==> config.mk <==
export PLATFORM = sky130hd
export DESIGN_NAME = dbsc_top
export DESIGN_NICKNAME = d
export VERILOG_FILES = /design/src/core/dbsc_top.v
export VERILOG_INCLUDE_DIRS = /design/src /design/src/pkg
export SDC_FILE = /design/constraint.sdc
export NUM_CORES = 1
export LEC_CHECK = 0
export ABC_AREA = 1
export BUFFER_PORTS_ARGS = -buffer_cell sky130_fd_sc_hd__buf_2
export CORE_ASPECT_RATIO = 0.6
export CORE_MARGIN = 2
export CORE_UTILIZATION = 40
export CTS_BUF_LIST = sky130_fd_sc_hd__clkbuf_4 sky130_fd_sc_hd__clkbuf_8 sky130_fd_sc_hd__clkbuf_16
export DETAILED_ROUTE_END_ITERATION = 7
export SLEW_MARGIN = 10
export SYNTH_ARGS = -nofsm -noshare
export SYNTH_HDL_FRONTEND = slang
export SYNTH_SLANG_ARGS = --single-unit
==> constraint.sdc <==
create_clock -name clk -period 2.6 [get_ports clk]
set_input_delay 0.26 -clock clk [delete_from_list [all_inputs] [get_ports clk]]
set_output_delay 0.26 -clock clk [all_outputs]
set_load 0.01 [all_outputs]
==> src/pkg/dbsc_defs.vh <==
// Constants for the self-test signature and analog control block.
// Assumes inclusion by bare name from core files; definitions only.
`ifndef DBSC_DEFS_VH
`define DBSC_DEFS_VH

// ----------------------------------------------------------------
// Register addresses (serial port, 5-bit address)
// ----------------------------------------------------------------
`define DBSC_ADDR_FSC_LO    5'h02
`define DBSC_ADDR_FSC_HI    5'h03
`define DBSC_ADDR_TRIM      5'h0E
`define DBSC_ADDR_HDRM      5'h0F
`define DBSC_ADDR_TEST_CTL  5'h11
`define DBSC_ADDR_SIG0      5'h12
`define DBSC_ADDR_SIG1      5'h13
`define DBSC_ADDR_SIG2      5'h14
`define DBSC_ADDR_SIG3      5'h15

// ----------------------------------------------------------------
// Field positions
// ----------------------------------------------------------------
`define DBSC_CTL_CLEAR      0
`define DBSC_CTL_FIFO_EN    1
`define DBSC_CTL_IN_EN      2
`define DBSC_CTL_SEL_LO     6
`define DBSC_CTL_SEL_HI     7
`define DBSC_TRIM_BG_HI     2
`define DBSC_TRIM_MS_LO     6
`define DBSC_TRIM_MS_HI     7

// ----------------------------------------------------------------
// Reset values
// ----------------------------------------------------------------
`define DBSC_RST_FSC        10'h200
`define DBSC_RST_FSC_LO     8'h00
`define DBSC_RST_FSC_HI     2'h2
`define DBSC_RST_GAIN       19'h2A000
`define DBSC_RST_TRIM       8'h00
`define DBSC_RST_HDRM       8'h00
`define DBSC_RST_TEST_CTL   8'h00
`define DBSC_SIG_SEED       32'h00000000

// ----------------------------------------------------------------
// Compressor and current scaling
// ----------------------------------------------------------------
`define DBSC_SIG_W          32
`define DBSC_GAIN_BASE      19'h12000
`define DBSC_GAIN_STEP      19'h000C0
`define DBSC_IDLE_UNSIGNED  14'h0000
`define DBSC_IDLE_TWOS      14'h2000
`define DBSC_IDLE_CYCLES    1024
`define DBSC_SPI_FRAME      5'h10

`endif

==> src/core/dbsc_top.v <==
// Self-test signature compressors, full-scale code and analog trim
// registers, reached over a four-wire serial port.
// Assumes the sample source forwards a DDR data clock with the data
// eye centred on its edges; both are sampled by clk.
`timescale 1ns/1ps
`include "dbsc_defs.vh"

// ----------------------------------------------------------------
// Signature compressor
// ----------------------------------------------------------------
module dbsc_misr #(
	parameter W = 14
) (
	input  wire          clk,
	input  wire          reset,
	input  wire          clear,
	input  wire          enable,
	input  wire          strobe,
	input  wire [W-1:0]  word,
	output reg  [31:0]   sig_reg
);
	wire        fb;
	wire [31:0] sig_next;

	// Taps 32,22,2,1: maximal length, easy to model in software
	assign fb       = sig_reg[31] ^ sig_reg[21] ^ sig_reg[1] ^ sig_reg[0];
	assign sig_next = {sig_reg[30:0], fb} ^ {{(32-W){1'b0}}, word};

	always @(posedge clk) begin
		if (reset || clear) begin
			sig_reg <= `DBSC_SIG_SEED;
		end else if (enable && strobe) begin
			sig_reg <= sig_next;
		end
	end
endmodule // dbsc_misr

// What this block does
// - Signatures come from fixed reproducible compression.
// - Clear bit high resets all accumulators.
// - Without interpolation FIFO signatures match input.
// - Interpolation mode signatures are undefined.
// - Bandgap trim field in trim bits 2:0.
// - Mirror roll-off select in trim bits 7:6.
// - Ten-bit full-scale code, resets to 0x200.
// - Gain is 72 plus 192/1024 times code.
// - Select bits pick one of four signatures.
// - One 32-bit compressor per phase, per stage.
// - Stage one after receivers, two after FIFO.
module dbsc_top #(
	parameter DW = 14
) (
	input  wire           clk,
	input  wire           reset,
	input  wire           spi_sclk,
	input  wire           spi_csb,
	input  wire           spi_sdi,
	output wire           spi_sdo,
	output wire           spi_sdo_oe,
	input  wire           forwarded_data_clock,
	input  wire [DW-1:0]  sample_word_in,
	input  wire           interp_2x,
	output wire [DW-1:0]  converter_word_p1,
	output wire [DW-1:0]  converter_word_p2,
	output wire           converter_valid,
	output wire [9:0]     full_scale_code,
	output wire [18:0]    full_scale_gain_q10,
	output wire [2:0]     bandgap_trim,
	output wire [1:0]     mirror_rolloff_select,
	output wire [7:0]     output_headroom
);

	// ------------------------------------------------------------
	// Input synchronisers
	// ------------------------------------------------------------
	reg           sclk_s1_reg;
	reg           sclk_s2_reg;
	reg           sclk_s3_reg;
	reg           csb_s1_reg;
	reg           csb_s2_reg;
	reg           sdi_s1_reg;
	reg           sdi_s2_reg;
	reg           dclk_s1_reg;
	reg           dclk_s2_reg;
	reg           dclk_s3_reg;
	reg  [DW-1:0] data_s1_reg;
	reg  [DW-1:0] data_s2_reg;

	always @(posedge clk) begin
		if (reset) begin
			sclk_s1_reg <= 1'b0;
			sclk_s2_reg <= 1'b0;
			sclk_s3_reg <= 1'b0;
			csb_s1_reg  <= 1'b1;
			csb_s2_reg  <= 1'b1;
			sdi_s1_reg  <= 1'b0;
			sdi_s2_reg  <= 1'b0;
			dclk_s1_reg <= 1'b0;
			dclk_s2_reg <= 1'b0;
			dclk_s3_reg <= 1'b0;
			data_s1_reg <= {DW{1'b0}};
			data_s2_reg <= {DW{1'b0}};
		end else begin
			sclk_s1_reg <= spi_sclk;
			sclk_s2_reg <= sclk_s1_reg;
			sclk_s3_reg <= sclk_s2_reg;
			csb_s1_reg  <= spi_csb;
			csb_s2_reg  <= csb_s1_reg;
			sdi_s1_reg  <= spi_sdi;
			sdi_s2_reg  <= sdi_s1_reg;
			dclk_s1_reg <= forwarded_data_clock;
			dclk_s2_reg <= dclk_s1_reg;
			dclk_s3_reg <= dclk_s2_reg;
			data_s1_reg <= sample_word_in;
			data_s2_reg <= data_s1_reg;
		end
	end

	wire sclk_rise = sclk_s2_reg & ~sclk_s3_reg;
	wire sclk_fall = ~sclk_s2_reg & sclk_s3_reg;
	// Data and clock share latency, so the word seen here was
	// sampled together with the detected edge
	wire in_stb_p1 = dclk_s2_reg & ~dclk_s3_reg;
	wire in_stb_p2 = ~dclk_s2_reg & dclk_s3_reg;

	// ------------------------------------------------------------
	// Control registers
	// ------------------------------------------------------------
	reg  [7:0]  fsc_lo_reg;
	reg  [1:0]  fsc_hi_reg;
	reg  [7:0]  trim_reg;
	reg  [7:0]  hdrm_reg;
	reg  [7:0]  ctl_reg;
	reg  [18:0] gain_reg;
	wire        wr_stb;
	wire [7:0]  wr_data;
	reg  [4:0]  spi_addr_reg;
	wire [127:0] sig_all;
	wire [31:0] sig_sel;

	always @(posedge clk) begin
		if (reset) begin
			fsc_lo_reg <= `DBSC_RST_FSC_LO;
			fsc_hi_reg <= `DBSC_RST_FSC_HI;
			trim_reg   <= `DBSC_RST_TRIM;
			hdrm_reg   <= `DBSC_RST_HDRM;
			ctl_reg    <= `DBSC_RST_TEST_CTL;
		end else if (wr_stb) begin
			case (spi_addr_reg)
			`DBSC_ADDR_FSC_LO: begin
				fsc_lo_reg <= wr_data;
			end
			`DBSC_ADDR_FSC_HI: begin
				fsc_hi_reg <= wr_data[1:0];
			end
			`DBSC_ADDR_TRIM: begin
				// Bits 5:3 unused, read back as zero
				trim_reg <= wr_data & 8'hC7;
			end
			`DBSC_ADDR_HDRM: begin
				hdrm_reg <= wr_data;
			end
			`DBSC_ADDR_TEST_CTL: begin
				ctl_reg <= wr_data & 8'hC7;
			end
			default: begin
				ctl_reg <= ctl_reg;
			end
			endcase
		end
	end

	assign full_scale_code       = {fsc_hi_reg, fsc_lo_reg};
	assign bandgap_trim          = trim_reg[`DBSC_TRIM_BG_HI:0];
	assign mirror_rolloff_select =
		trim_reg[`DBSC_TRIM_MS_HI:`DBSC_TRIM_MS_LO];
	assign output_headroom       = hdrm_reg;

	// Gain scaled by 1024 so the fraction stays exact
	always @(posedge clk) begin
		if (reset) begin
			gain_reg <= `DBSC_RST_GAIN;
		end else begin
			gain_reg <= `DBSC_GAIN_BASE +
				`DBSC_GAIN_STEP * {9'h000, full_scale_code};
		end
	end
	assign full_scale_gain_q10 = gain_reg;

	wire ctl_clear   = ctl_reg[`DBSC_CTL_CLEAR];
	wire ctl_in_en   = ctl_reg[`DBSC_CTL_IN_EN];
	wire ctl_fifo_en = ctl_reg[`DBSC_CTL_FIFO_EN];
	wire [1:0] ctl_sel = ctl_reg[`DBSC_CTL_SEL_HI:`DBSC_CTL_SEL_LO];

	// Read data for the four signature bytes of the chosen compressor
	assign sig_sel = sig_all[{ctl_sel, 5'h00} +: 32];

	function [7:0] rd_mux;
		input [4:0] a;
		begin
			case (a)
			`DBSC_ADDR_FSC_LO:   rd_mux = fsc_lo_reg;
			`DBSC_ADDR_FSC_HI:   rd_mux = {6'h00, fsc_hi_reg};
			`DBSC_ADDR_TRIM:     rd_mux = trim_reg;
			`DBSC_ADDR_HDRM:     rd_mux = hdrm_reg;
			`DBSC_ADDR_TEST_CTL: rd_mux = ctl_reg;
			`DBSC_ADDR_SIG0:     rd_mux = sig_sel[7:0];
			`DBSC_ADDR_SIG1:     rd_mux = sig_sel[15:8];
			`DBSC_ADDR_SIG2:     rd_mux = sig_sel[23:16];
			`DBSC_ADDR_SIG3:     rd_mux = sig_sel[31:24];
			default:             rd_mux = 8'h00;
			endcase
		end
	endfunction

	// ------------------------------------------------------------
	// Serial port: R/W bit, two ignored bits, 5-bit address, data
	// ------------------------------------------------------------
	reg  [4:0] spi_cnt_reg;
	reg  [7:0] spi_sh_reg;
	reg        spi_rd_reg;
	reg  [7:0] spi_out_reg;
	reg        sdo_reg;
	reg        sdo_oe_reg;
	wire [7:0] spi_byte = {spi_sh_reg[6:0], sdi_s2_reg};

	always @(posedge clk) begin
		if (reset || csb_s2_reg) begin
			spi_cnt_reg  <= 5'h00;
			spi_sh_reg   <= 8'h00;
			spi_rd_reg   <= 1'b0;
			spi_out_reg  <= 8'h00;
			sdo_reg      <= 1'b0;
			sdo_oe_reg   <= 1'b0;
			if (reset) begin
				spi_addr_reg <= 5'h00;
			end
		end else begin
			if (sclk_rise && spi_cnt_reg != `DBSC_SPI_FRAME) begin
				spi_sh_reg  <= spi_byte;
				spi_cnt_reg <= spi_cnt_reg + 5'h01;
				if (spi_cnt_reg == 5'h07) begin
					spi_rd_reg   <= spi_byte[7];
					spi_addr_reg <= spi_byte[4:0];
					spi_out_reg  <= rd_mux(spi_byte[4:0]);
				end
			end
			if (sclk_fall && spi_rd_reg && spi_cnt_reg[3] &&
			    spi_cnt_reg != `DBSC_SPI_FRAME) begin
				sdo_reg     <= spi_out_reg[7];
				spi_out_reg <= {spi_out_reg[6:0], 1'b0};
				sdo_oe_reg  <= 1'b1;
			end
		end
	end

	assign wr_stb  = sclk_rise & ~csb_s2_reg & ~spi_rd_reg &
		(spi_cnt_reg == 5'h0F);
	assign wr_data = spi_byte;
	assign spi_sdo    = sdo_reg;
	assign spi_sdo_oe = sdo_oe_reg;

	// ------------------------------------------------------------
	// Clock-domain FIFO stage
	// ------------------------------------------------------------
	// One-deep retiming into the converter clock; the real part uses
	// a deeper FIFO, which only adds latency and leaves words intact.
	reg [DW-1:0] ff_p1_reg;
	reg [DW-1:0] ff_p2_reg;
	reg          ff_stb_p1_reg;
	reg          ff_stb_p2_reg;
	reg          ff_valid_reg;

	always @(posedge clk) begin
		if (reset) begin
			ff_p1_reg     <= {DW{1'b0}};
			ff_p2_reg     <= {DW{1'b0}};
			ff_stb_p1_reg <= 1'b0;
			ff_stb_p2_reg <= 1'b0;
			ff_valid_reg  <= 1'b0;
		end else begin
			ff_stb_p1_reg <= in_stb_p1;
			ff_valid_reg  <= in_stb_p2;
			if (in_stb_p1) begin
				ff_p1_reg <= data_s2_reg;
			end
			if (interp_2x) begin
				// Phase 2 repeats phase 1: the test has no meaning here
				ff_stb_p2_reg <= in_stb_p1;
				if (in_stb_p1) begin
					ff_p2_reg <= data_s2_reg;
				end
			end else begin
				ff_stb_p2_reg <= in_stb_p2;
				if (in_stb_p2) begin
					ff_p2_reg <= data_s2_reg;
				end
			end
		end
	end

	assign converter_word_p1 = ff_p1_reg;
	assign converter_word_p2 = ff_p2_reg;
	assign converter_valid   = ff_valid_reg;

	// ------------------------------------------------------------
	// Signature compressors: 0,1 input stage; 2,3 FIFO stage
	// ------------------------------------------------------------
	wire [3:0]      cmp_en  = {ctl_fifo_en, ctl_fifo_en,
		ctl_in_en, ctl_in_en};
	wire [3:0]      cmp_stb = {ff_stb_p2_reg, ff_stb_p1_reg,
		in_stb_p2, in_stb_p1};
	wire [4*DW-1:0] cmp_word = {ff_p2_reg, ff_p1_reg,
		data_s2_reg, data_s2_reg};

	genvar gi;
	generate
		for (gi = 0; gi < 4; gi = gi + 1) begin : g_cmp
			dbsc_misr #(
				.W (DW)
			) u_misr (
				.clk     (clk),
				.reset   (reset),
				.clear   (ctl_clear),
				.enable  (cmp_en[gi]),
				.strobe  (cmp_stb[gi]),
				.word    (cmp_word[gi*DW +: DW]),
				.sig_reg (sig_all[gi*32 +: 32])
			);
		end
	endgenerate

endmodule // dbsc_top

==> reports/metrics.yaml, run 1 <==
slew_violations: 0
routed_wl_mm: 36.5
slew_headroom: 0.541
fmax_mhz: 430
irDropWorstVdd_uv: 472
setup-tns-final_ns: 0
cp.required_ns: 3.02
cp_common_cell: "nand2_1"
die_h_um: 137
nFillCells: 2887
ant_nets: 0
reg2reg_from: "fsc_lo_reg[1]"
layout-drive-gt1-share: 0.115
fin_skew_ns: 0.0176
vias: 10700
timing.reg2reg.worst_path_depth: 14
gr-usage-all-layers: 0.236
synthToLayoutAreaGrowth_pct: 16.5
period_needed_ns: 2.33
gp_congestion: 0.902
grt_pass1_vias: 9392
hold_viol_final: 0
synthSimpleGateAreaFrac: 0.199
synth_compound_area_frac: 0.189
r2r_end: "full_scale_gain_q10[17]"
syn_inst: 1603
critical_path_peak_fanout: 5
whs_path_depth: 2
post_cts_buffers: 0
cpPeakStageDelay_ns: 0.42
synth.avg_cell_area_um2: 7.32
critPathBufInv: 3
htree_levels: 1
path_cells: "ha_1, inv_1, fa_1, inv_1, nand3_1, nand2_1, nand2_1, nand3_1, nand2_1, ha_1, inv_1, o21ai_0, nand2_1, o21ai_0"
regArea_mm2: 0.00538
cts_hold_buf: 18
period_share: 0.894
largest_register_ffs: 128
first_pass_iters: 5
hold_path_class: "in -> reg"
synth_area_leader_cell: "dfxtp_1"
multi_input_area_mm2: 0.00535
worstSetupPathType: "reg -> reg"
worstMarginPinSlew_ns: 0.687
power.density_mw_per_mm2: 630
ys_ff_latch: 266
diodes: 0
cts_buffers: 26
crit_arrival_ns: 2.75
cp_top_family: "adder cells"
coreArea_mm2: 0.0288
netlist_top_cells_area: "dfxtp_1 45%, o21ai_0 10%, nor2_1 8.0%"
die_area_mm2: 0.0307
cts_sinks: 266
final_common_cell: "dfxtp_1"
drtIter0Drc: 1066
ctsRootBufferMaster: "clkbuf_16"
ys_types: 38
setup_viol_count_final: 0
numPortBuffers: 87
mostFrequentLayoutCells: "260 x dfxtp_1, 249 x nor2_1, 237 x nand2_1"
end_kind: "flop"
nets: 1722
ys_seq_area_frac: 0.458
ctsResizeCount: 0
initial_utilization: 0.408
r2r_slack_ns: 0.27
drc_errors: 0
viasPerCell: 5.14
grt_pass1_wl_mm: 55.7
netlist_area_mm2: 0.0117
io_pins: 94
yosys.area_share.xor_xnor: 0.0471
maxCapViolCount: 0
status: "complete, no violations"
leakagePower_nw: 5.81
clk_latency_ns: 0.55
synthAdderAreaFrac: 0.0177
grt_max_degree: 85
cp-start-kind: "flop"
synth_top_family_by_area: "simple AND/OR/NAND/NOR gates"
worst_path_max_delay_cell: "dfxtp_1"
holdCritStartpoint: "reset"
rsz0062_at_grt: "no"
setup.worst_path.start: "fsc_lo_reg[1]"
whs_endpoint: "full_scale_gain_q10[14]"
grt_overflow_total: 0
synthMuxAreaShare: 0
antenna_found_initial: 0
clk_pin_slew_ns: 0.06
dp_hpwl_mm: 26.2
dieWidth_um: 225
fin_cells: 2077
dp.cells: 2014
rows: 48
tritoncts: "built"
yosys_warnings: 0
yosys.area.top_type_share: 0.446
post_drt_wl_per_cell_um: 17.6
clk_path_buf_depth: 3
==> per-layer routing <==
layer | vias to the layer above | track usage | share of wire
li1 | 5311 | - | -
met1 | 4907 | 0.387 | 0.52
met2 | 416 | 0.297 | 0.36
met3 | 46 | 0.0633 | 0.11
met4 | 0 | 0.0405 | 0.016
met5 | - | 0 | 0
==> area by class of cell <==
class,count,share of cell area
Tap cell,375,0.0344
Inverter,175,0.0481
Sequential cell,266,0.394
Timing Repair Buffer,132,0.0645
Multi-Input combinational cell,1084,0.391
Clock inverter,6,0.00788
Clock buffer,39,0.0602
==> how the worst max path moves through the flow <==
stage,to,slack [ns],cells past startpoint
finish,full_scale_gain_q10[17],0.27,14
global route,fsc_lo_reg[7],0.10,9
CTS,full_scale_gain_q10[17],0.28,14
detailed placement,full_scale_gain_q10[17],0.28,14
global placement,full_scale_gain_q10[17],0.32,14
floorplan,full_scale_gain_q10[17],0.55,14
==> where the power goes <==
| part | internal (mW) | total (mW) | leakage (nW) | switching [mW] |
|---|---|---|---|---|
| Clock | 2.47 | 4.10 | 0.462 | 1.64 |
| Sequential | 4.14 | 4.21 | 2.16 | 0.0670 |
| Combinational | 0.119 | 0.300 | 3.18 | 0.181 |
==> synthesized netlist by cell type (all sizes together) <==
cell / number
a21boi: 1
a21o: 1
a21oi: 163
and3: 2
buf: 30
clkbuf: 53
clkinv: 4
conb: 1
dfxtp: 261
edfxtp: 5
fa: 1
ha: 15
inv: 171
nand2: 240
nand3: 49
nand4: 11
nor2: 263
nor3: 3
o211ai: 16
o21a: 1
o21ai: 240
o22ai: 6
or2: 3
xnor2: 33
xor2: 30
==> per-stage QoR <==
| step | hold WS (ns) | setup WS [ns] | util | instance area [um2] | power (mW) |
|---|---|---|---|---|---|
| 2_1_floorplan | 0.364 | 0.549 | - | 11700 | 4.45 |
| 3_3_place_gp | 0.390 | 0.323 | 0.436 | 12500 | 4.57 |
| 3_5_place_dp | 0.394 | 0.284 | 0.436 | 12500 | 4.57 |
| 4_1_cts | 0.0836 | 0.283 | 0.475 | 13700 | 8.68 |
| 5_1_grt | 0.112 | 0.102 | 0.475 | 13700 | 8.88 |
| 6_report | 0.110 | 0.275 | 0.475 | 13700 | 8.61 |
==> cell families (layout without fill, tap and decap cells) <==
group / Yosys count / in the layout
AO/OA/AOI/OAI: 428 / 428
XOR/XNOR: 63 / 63
adder cells (fa/ha/maj): 16 / 16
buffers and inverters: 258 / 352
flip-flops: 266 / 266
other: 1 / 6
AND/OR/NAND/NOR: 571 / 571
Power figures use the tool's default switching activity.
==> run 2, diff against run 1 <==
--- a/config.mk
+++ b/config.mk
@@ -6,8 +6,8 @@
 export SDC_FILE = /design/constraint.sdc
 export NUM_CORES = 1
 export LEC_CHECK = 0
-export ABC_AREA = 1
 export BUFFER_PORTS_ARGS = -buffer_cell sky130_fd_sc_hd__buf_2
+export CAP_MARGIN = 20
 export CORE_ASPECT_RATIO = 0.6
 export CORE_MARGIN = 2
 export CORE_UTILIZATION = 40
==> run 2 against run 1 <==
  * Sequential share of layout area is 1.4 points higher
  * Die area is 4.3% lower
  * First-iteration DRC count is 12% lower
  * Clock power is 2% lower
  * Flip-flop and latch count stayed put
  * Largest cell class is now multi-input gates
==> reports/metrics.yaml, run 2 <==
rsz0062_at_grt: "no"
worst_path_max_delay_cell: "dfxtp_1"
maxCapViolCount: 0  # unchanged
post_drt_wl_per_cell_um: 18.1  # +2.9%
numPortBuffers: 87  # unchanged
cp-start-kind: "flop"
timing.reg2reg.worst_path_depth: 9  # -5
syn_inst: 1177  # -27%
routed_wl_mm: 29.9  # -18%
grt_pass1_wl_mm: 47.3  # -15%
ys_seq_area_frac: 0.480  # +0.0213
drc_errors: 0  # unchanged
ys_types: 53  # +39%
final_common_cell: "dfxtp_1"
first_pass_iters: 8  # +3
nets: 1309  # -24%
r2r_slack_ns: 0.21  # -0.06 ns
leakagePower_nw: 4.81  # -17%
hold_viol_final: 0  # unchanged
slew_violations: 0  # unchanged
power.density_mw_per_mm2: 634  # +0.59%
tritoncts: "built"
rows: 47  # -2.1%
antenna_found_initial: 0  # unchanged
initial_utilization: 0.406  # -0.00132
placed_area_mm2: 0.0121  # -3.6%
cp_common_cell: "ha_1"
worstSetupPathType: "reg -> reg"
viasPerCell: 5.28  # +2.8%
io_pins: 94  # unchanged
hold_path_class: "in -> reg"
yosysMostFrequentCell: "dfxtp_1"
drtIter0Drc: 939  # -12%
netlist_top_cells_area: "dfxtp_1 47%, nand2_1 6.4%, xnor2_1 5.5%"
critical_path_peak_fanout: 5  # unchanged
synthToLayoutAreaGrowth_pct: 17.6
clk_pin_slew_ns: 0.07  # about the same
period_share: 0.919  # +0.0248
dp_hpwl_mm: 21.1  # -19%
vias: 8756  # -18%
worstMarginPinSlew_ns: 0.672  # -0.0145 ns
die_h_um: 134  # -2.2%
final_cell_area_mm2: 0.0132  # -3.5%
coreArea_mm2: 0.0276  # -4.1%
holdWs_ns: 0.249  # +0.139 ns
ant_nets: 0  # unchanged
yosys.area.top_type_share: 0.466  # +0.0207
synth-edff-count: 5  # unchanged
post_cts_buffers: 0  # unchanged
cts_sinks: 266  # unchanged
layout-drive-gt1-share: 0.160  # +0.0459
ctsRootBufferMaster: "clkbuf_16"
finalWorstSetupSlack_ns: 0.210  # -0.0645 ns
holdCritStartpoint: "interp_2x"
dieWidth_um: 220  # -2.2%
whs_endpoint: "converter_word_p2[12]"
diodes: 0  # unchanged
synthTopCellsByCount: "261 x dfxtp_1, 190 x nand2_1, 136 x nor2_1"
fin_cells: 1657  # -20%
cp.required_ns: 3.07  # +0.05 ns
setup-tns-final_ns: 0  # unchanged
mostFrequentLayoutCells: "259 x dfxtp_1, 190 x nand2_1, 134 x nor2_1"
grt_max_degree: 68  # -20%
gp_congestion: 0.923  # +2.4%
netlist_area_mm2: 0.0112  # -4.4%
r2r_end: "full_scale_gain_q10[17]"
path_cells: "ha_1, a21oi_1, o211ai_1, o31ai_1, xor2_1, inv_1, ha_1, a21boi_0, mux2i_1"
finalPower_mw: 8.36  # -2.9%
yosys_warnings: 0  # unchanged
grt_pass1_vias: 8270  # -12%
status: "complete, no violations"
slew_headroom: 0.550  # +0.00871
die_area_mm2: 0.0294  # -4.3%
whs_path_depth: 4  # +2
grt_overflow_total: 0  # unchanged
fin_skew_ns: 0.0162  # -0.00139 ns
clk_path_buf_depth: 3  # unchanged
reg2reg_from: "fsc_lo_reg[5]"
ys_ff_latch: 266  # unchanged
ys.flop_type: "dfxtp_1"
end_kind: "flop"
setup_viol_count_final: 0  # unchanged
dp.cells: 1592  # -21%
pre_cts_ws_ns: 0.136  # -0.148 ns
synth.avg_cell_area_um2: 9.52  # +30%
synthArstFlopShare: 0  # unchanged
clk_latency_ns: 0.54  # about the same
period_needed_ns: 2.39  # +0.0645 ns
crit_arrival_ns: 2.86  # +0.11 ns
largest_register_ffs: 128  # unchanged
irDropWorstVdd_uv: 482  # +2.1%
fin_util: 0.478  # +0.00307
cts_buffers: 25  # -3.8%
cpPeakStageDelay_ns: 0.43  # about the same
fmax_mhz: 418  # -2.7%
gr-usage-all-layers: 0.205  # -0.0310
htree_levels: 1  # unchanged
synth_area_leader_cell: "dfxtp_1"
## run 2: how the worst max path moves through the flow
stage / startpoint / endpoint / slack [ns] / depth (start not counted)
global placement: fsc_lo_reg[2] / full_scale_gain_q10[17] / 0.22 / 9
floorplan: fsc_lo_reg[1] / full_scale_gain_q10[17] / 0.29 / 11
finish: fsc_lo_reg[5] / full_scale_gain_q10[17] / 0.21 / 9
CTS: fsc_lo_reg[2] / full_scale_gain_q10[17] / 0.13 / 9
global route: fsc_lo_reg[1] / full_scale_gain_q10[17] / 0.007 / 11
detailed placement: fsc_lo_reg[2] / full_scale_gain_q10[17] / 0.14 / 9
## run 2: what timing repair did
| item | 4_1_cts | 5_1_grt |
|---|---|---|
| setup endpoints to repair | 0 | 1 |
| hold buffers | 19 | 0 |
| hold endpoints to repair | 20 | 0 |
| resized for setup | 0 | 1 |
## run 2: kinds of logic after synthesis
group	count (synthesis)	share of synthesized area
AO/OA/AOI/OAI	205	0.117
XOR/XNOR	77	0.0602
AND/OR/NAND/NOR	430	0.172
buffers and inverters	96	0.0373
flip-flops	266	0.480
other	1	0.000335
adder cells (fa/ha/maj)	16	0.0185
multiplexers	86	0.115
## run 2: cell type report
class                   count  area, um2
fillers                  2623      14400
multi-input cells         820       5440
flip-flops and latches    266       5380
repair buffers            145        962
clock buffers              27        641
well taps                 367        459
clock inverters            18        243
inverters                  14       52.6
## run 2: routing by layer
metal | up-vias | routed length (um) | share of wire | track usage
met4 | 0 | 612 | 0.020 | 0.0429
met1 | 4200 | 15300 | 0.51 | 0.323
li1 | 4236 | - | - | -
met2 | 274 | 11800 | 0.39 | 0.281
met3 | 46 | 2240 | 0.075 | 0.0457
met5 | - | 0 | 0 | 0
## run 2: critical path, delay by kind of cell (launching register included)
kind,cells,cell delay (ns)
AOI/OAI and AO/OA,4,0.83
xor gates and xnor gates,1,0.25
adders and majority gates,2,0.54
buffers and inverters,1,0.07
DFF,1,0.43
muxes,1,0.19
## run 2: where the power goes
part           internal (mW)  switching (mW)  total (mW)
logic                 0.0887           0.122       0.211
clock network           2.38            1.62        4.00
registers               4.12          0.0307        4.15
==> run 3, diff against run 2 <==
--- a/config.mk
+++ b/config.mk
@@ -9,7 +9,7 @@
 export BUFFER_PORTS_ARGS = -buffer_cell sky130_fd_sc_hd__buf_2
 export CAP_MARGIN = 20
 export CORE_ASPECT_RATIO = 0.6
-export CORE_MARGIN = 2
+export CORE_MARGIN = 1
 export CORE_UTILIZATION = 40
 export CTS_BUF_LIST = sky130_fd_sc_hd__clkbuf_4 sky130_fd_sc_hd__clkbuf_8 sky130_fd_sc_hd__clkbuf_16
 export DETAILED_ROUTE_END_ITERATION = 7
==> run 3 against run 2 <==
  * Via count rose by 0.29%
  * Non-clock buffer count grew 3
  * Critical path depth fell by 1
  * Flip-flop and latch count unchanged
  * Clock power grew 2%
  * Worst setup slack got worse by 0.015 ns
  * Hold slack lost 0.17 ns
  * Power grew 0.86%
  * Register-to-register slack barely moved
  * Sequential power about the same
  * Die area decreased by 2.4%
  * Clock skew fell by 0.0057 ns
  * Largest power group unchanged
  * Highest routed layer unchanged
==> reports/metrics.yaml, run 3 (same netlist as run 2, synthesis figures left out) <==
status: "complete, no violations"
swShare: 0.216  # +0.00414
critical_path_peak_fanout: 6  # +1
grt_pass1_wl_mm: 47.5  # +0.42%
initial_utilization: 0.407  # +0.000868
whs_endpoint: "trim_reg[2]"
ctsRootBufferMaster: "clkbuf_16"
r2r_end: "full_scale_gain_q10[16]"
rsz0062_at_grt: "no"
routed_wl_mm: 29.9  # about the same
htree_levels: 1  # unchanged
fin_skew_ns: 0.0105  # -0.00573 ns
cts_sinks: 266  # unchanged
sequentialPowerShare: 0.492  # -0.005
hold_path_class: "in -> reg"
nFillCells: 2555  # -2.6%
mostFrequentLayoutCells: "259 x dfxtp_1, 190 x nand2_1, 134 x nor2_1"
reg2reg_from: "fsc_lo_reg[2]"
worstMarginPinSlew_ns: 0.758  # +0.0862 ns
clk_latency_ns: 0.54  # about the same
holdWs_ns: 0.0745  # -0.175 ns
holdCritStartpoint: "reset"
finalPower_mw: 8.43  # +0.86%
worst_path_max_delay_cell: "or4_1"
first_pass_iters: 6  # -2
critPathBufInv: 1  # unchanged
hold_viol_final: 0  # unchanged
post_drt_wl_per_cell_um: 18.0  # -0.39%
slew_violations: 0  # unchanged
antenna_found_initial: 0  # unchanged
path_cells: "ha_1, a21oi_1, o211ai_1, buf_4, a221oi_1, xor2_1, or4_1, a21oi_1"
worstSetupPathType: "reg -> reg"
clk_pin_slew_ns: 0.07  # about the same
cp-start-kind: "flop"
coreArea_mm2: 0.0275  # -0.21%
intPower_mw: 6.61  # +0.33%
maxCapViolCount: 0  # unchanged
synthToLayoutAreaGrowth_pct: 18.5
nets: 1313  # +0.31%
p_sw_mw: 1.82  # +2.8%
timing.reg2reg.worst_path_depth: 8  # -1
pwr-share-clk: 0.482  # +0.004
leakagePower_nw: 4.84  # +0.75%
fin_util: 0.482  # +0.00457
io_pins: 94  # unchanged
numPortBuffers: 87  # unchanged
dieWidth_um: 218  # -0.91%
p_comb_frac: 0.025  # about the same
viasPerCell: 5.28  # about the same
power.density_mw_per_mm2: 635  # +0.12%
vias: 8781  # +0.29%
grt_pass1_vias: 8362  # +1.1%
multi_input_area_mm2: 0.00545  # about the same
gp_congestion: 0.916  # -0.72%
whs_path_depth: 2  # -2
cp_top_family: "compound AO/OA/AOI/OAI gates"
end_kind: "flop"
r2r_slack_ns: 0.20  # about the same
final_common_cell: "dfxtp_1"
regArea_mm2: 0.00538  # unchanged
drtIter0Drc: 752  # -20%
ant_nets: 0  # unchanged
irDropWorstVdd_uv: 474  # -1.6%
crit_arrival_ns: 2.88  # +0.02 ns
clk_path_buf_depth: 3  # unchanged
rows: 47  # unchanged
diodes: 0  # unchanged
setup-tns-final_ns: 0  # unchanged
largest_register_ffs: 128  # unchanged
tritoncts: "built"
period_needed_ns: 2.40  # +0.0149 ns
die_area_mm2: 0.0287  # -2.4%
gr-usage-all-layers: 0.210  # +0.00481
drc_errors: 0  # unchanged
cp.required_ns: 3.08  # about the same
cpPeakStageDelay_ns: 0.48  # +0.05 ns
grt_max_degree: 46  # -32%
period_share: 0.925  # +0.00573
slew_headroom: 0.494  # -0.0558
grt_overflow_total: 0  # unchanged
die_h_um: 132  # -1.5%
layout-drive-gt1-share: 0.168  # +0.00774
cp_common_cell: "a21oi_1"
setup_viol_count_final: 0  # unchanged
fmax_mhz: 416  # -0.62%
cts_buffers: 26  # +4.0%
dp_hpwl_mm: 20.9  # -0.98%
[run 3: power by group through the flow]
| stage | Clock, mW | Sequential (mW) | Combinational (mW) |
|---|---|---|---|
| 4_1_cts | 4.14 | 4.15 | 0.216 |
| 6_report | 4.07 | 4.15 | 0.215 |
| 5_1_grt | 4.34 | 4.15 | 0.233 |
| 3_5_place_dp | 0 | 4.24 | 0.194 |
| 2_1_floorplan | 0 | 4.24 | 0.133 |
| 3_3_place_gp | 0 | 4.24 | 0.193 |
[run 3: timing repair]
| action | 4_1_cts | 5_1_grt |
|---|---|---|
| setup endpoints to repair | 0 | 3 |
| endpoints found under the hold margin | 18 | 0 |
| hold buffers | 18 | 0 |
| gates resized for setup | 0 | 2 |
| buffers inserted | 0 | 1 |
[run 3: final cells by class]
cell class | instances | area share
multi-input cells | 820 | 0.410
repair buffers | 148 | 0.0756
flip-flops and latches | 266 | 0.405
clock inverters | 14 | 0.0123
inverters | 14 | 0.00396
well taps | 367 | 0.0346
clock buffers | 34 | 0.0581
[run 3: worst reg2reg max path: stages, from the launching register on]
cell      delay (ns)
dfxtp_2         0.39
ha_1            0.25
a21oi_1         0.24
o211ai_1        0.19
buf_4           0.19
a221oi_1        0.32
xor2_1          0.16
or4_1           0.48
a21oi_1         0.12
[run 3: routing by layer]
layer | GRT usage | share of wire | vias up
li1 | - | - | 4241
met1 | 0.320 | 0.50 | 4214
met2 | 0.301 | 0.41 | 286
met3 | 0.0426 | 0.073 | 40
met4 | 0.0447 | 0.019 | 0
met5 | 0 | 0 | -
[run 3: how the worst max path moves through the flow]
stage                              from                       to  slack, ns  cells after the start
after CTS                 fsc_lo_reg[2]  full_scale_gain_q10[17]       0.09                      9
after global routing      fsc_lo_reg[1]  full_scale_gain_q10[17]      0.003                     11
final                     fsc_lo_reg[2]  full_scale_gain_q10[16]       0.20                      8
after floorplan           fsc_lo_reg[1]  full_scale_gain_q10[17]       0.29                     11
after detailed placement  fsc_lo_reg[2]  full_scale_gain_q10[17]        0.1                      9
after global placement    fsc_lo_reg[2]  full_scale_gain_q10[17]       0.24                      9
[run 3: per-stage QoR]
step | worst slack, ns | cell area, um2 | instances
finish | 0.195 | 13300 | 1663
global route | 0.00280 | 13300 | 1663
CTS | 0.0889 | 13300 | 1662
detailed placement | 0.0961 | 12100 | 1596
global placement | 0.245 | 12100 | 1596
floorplan | 0.293 | 11200 | 1182
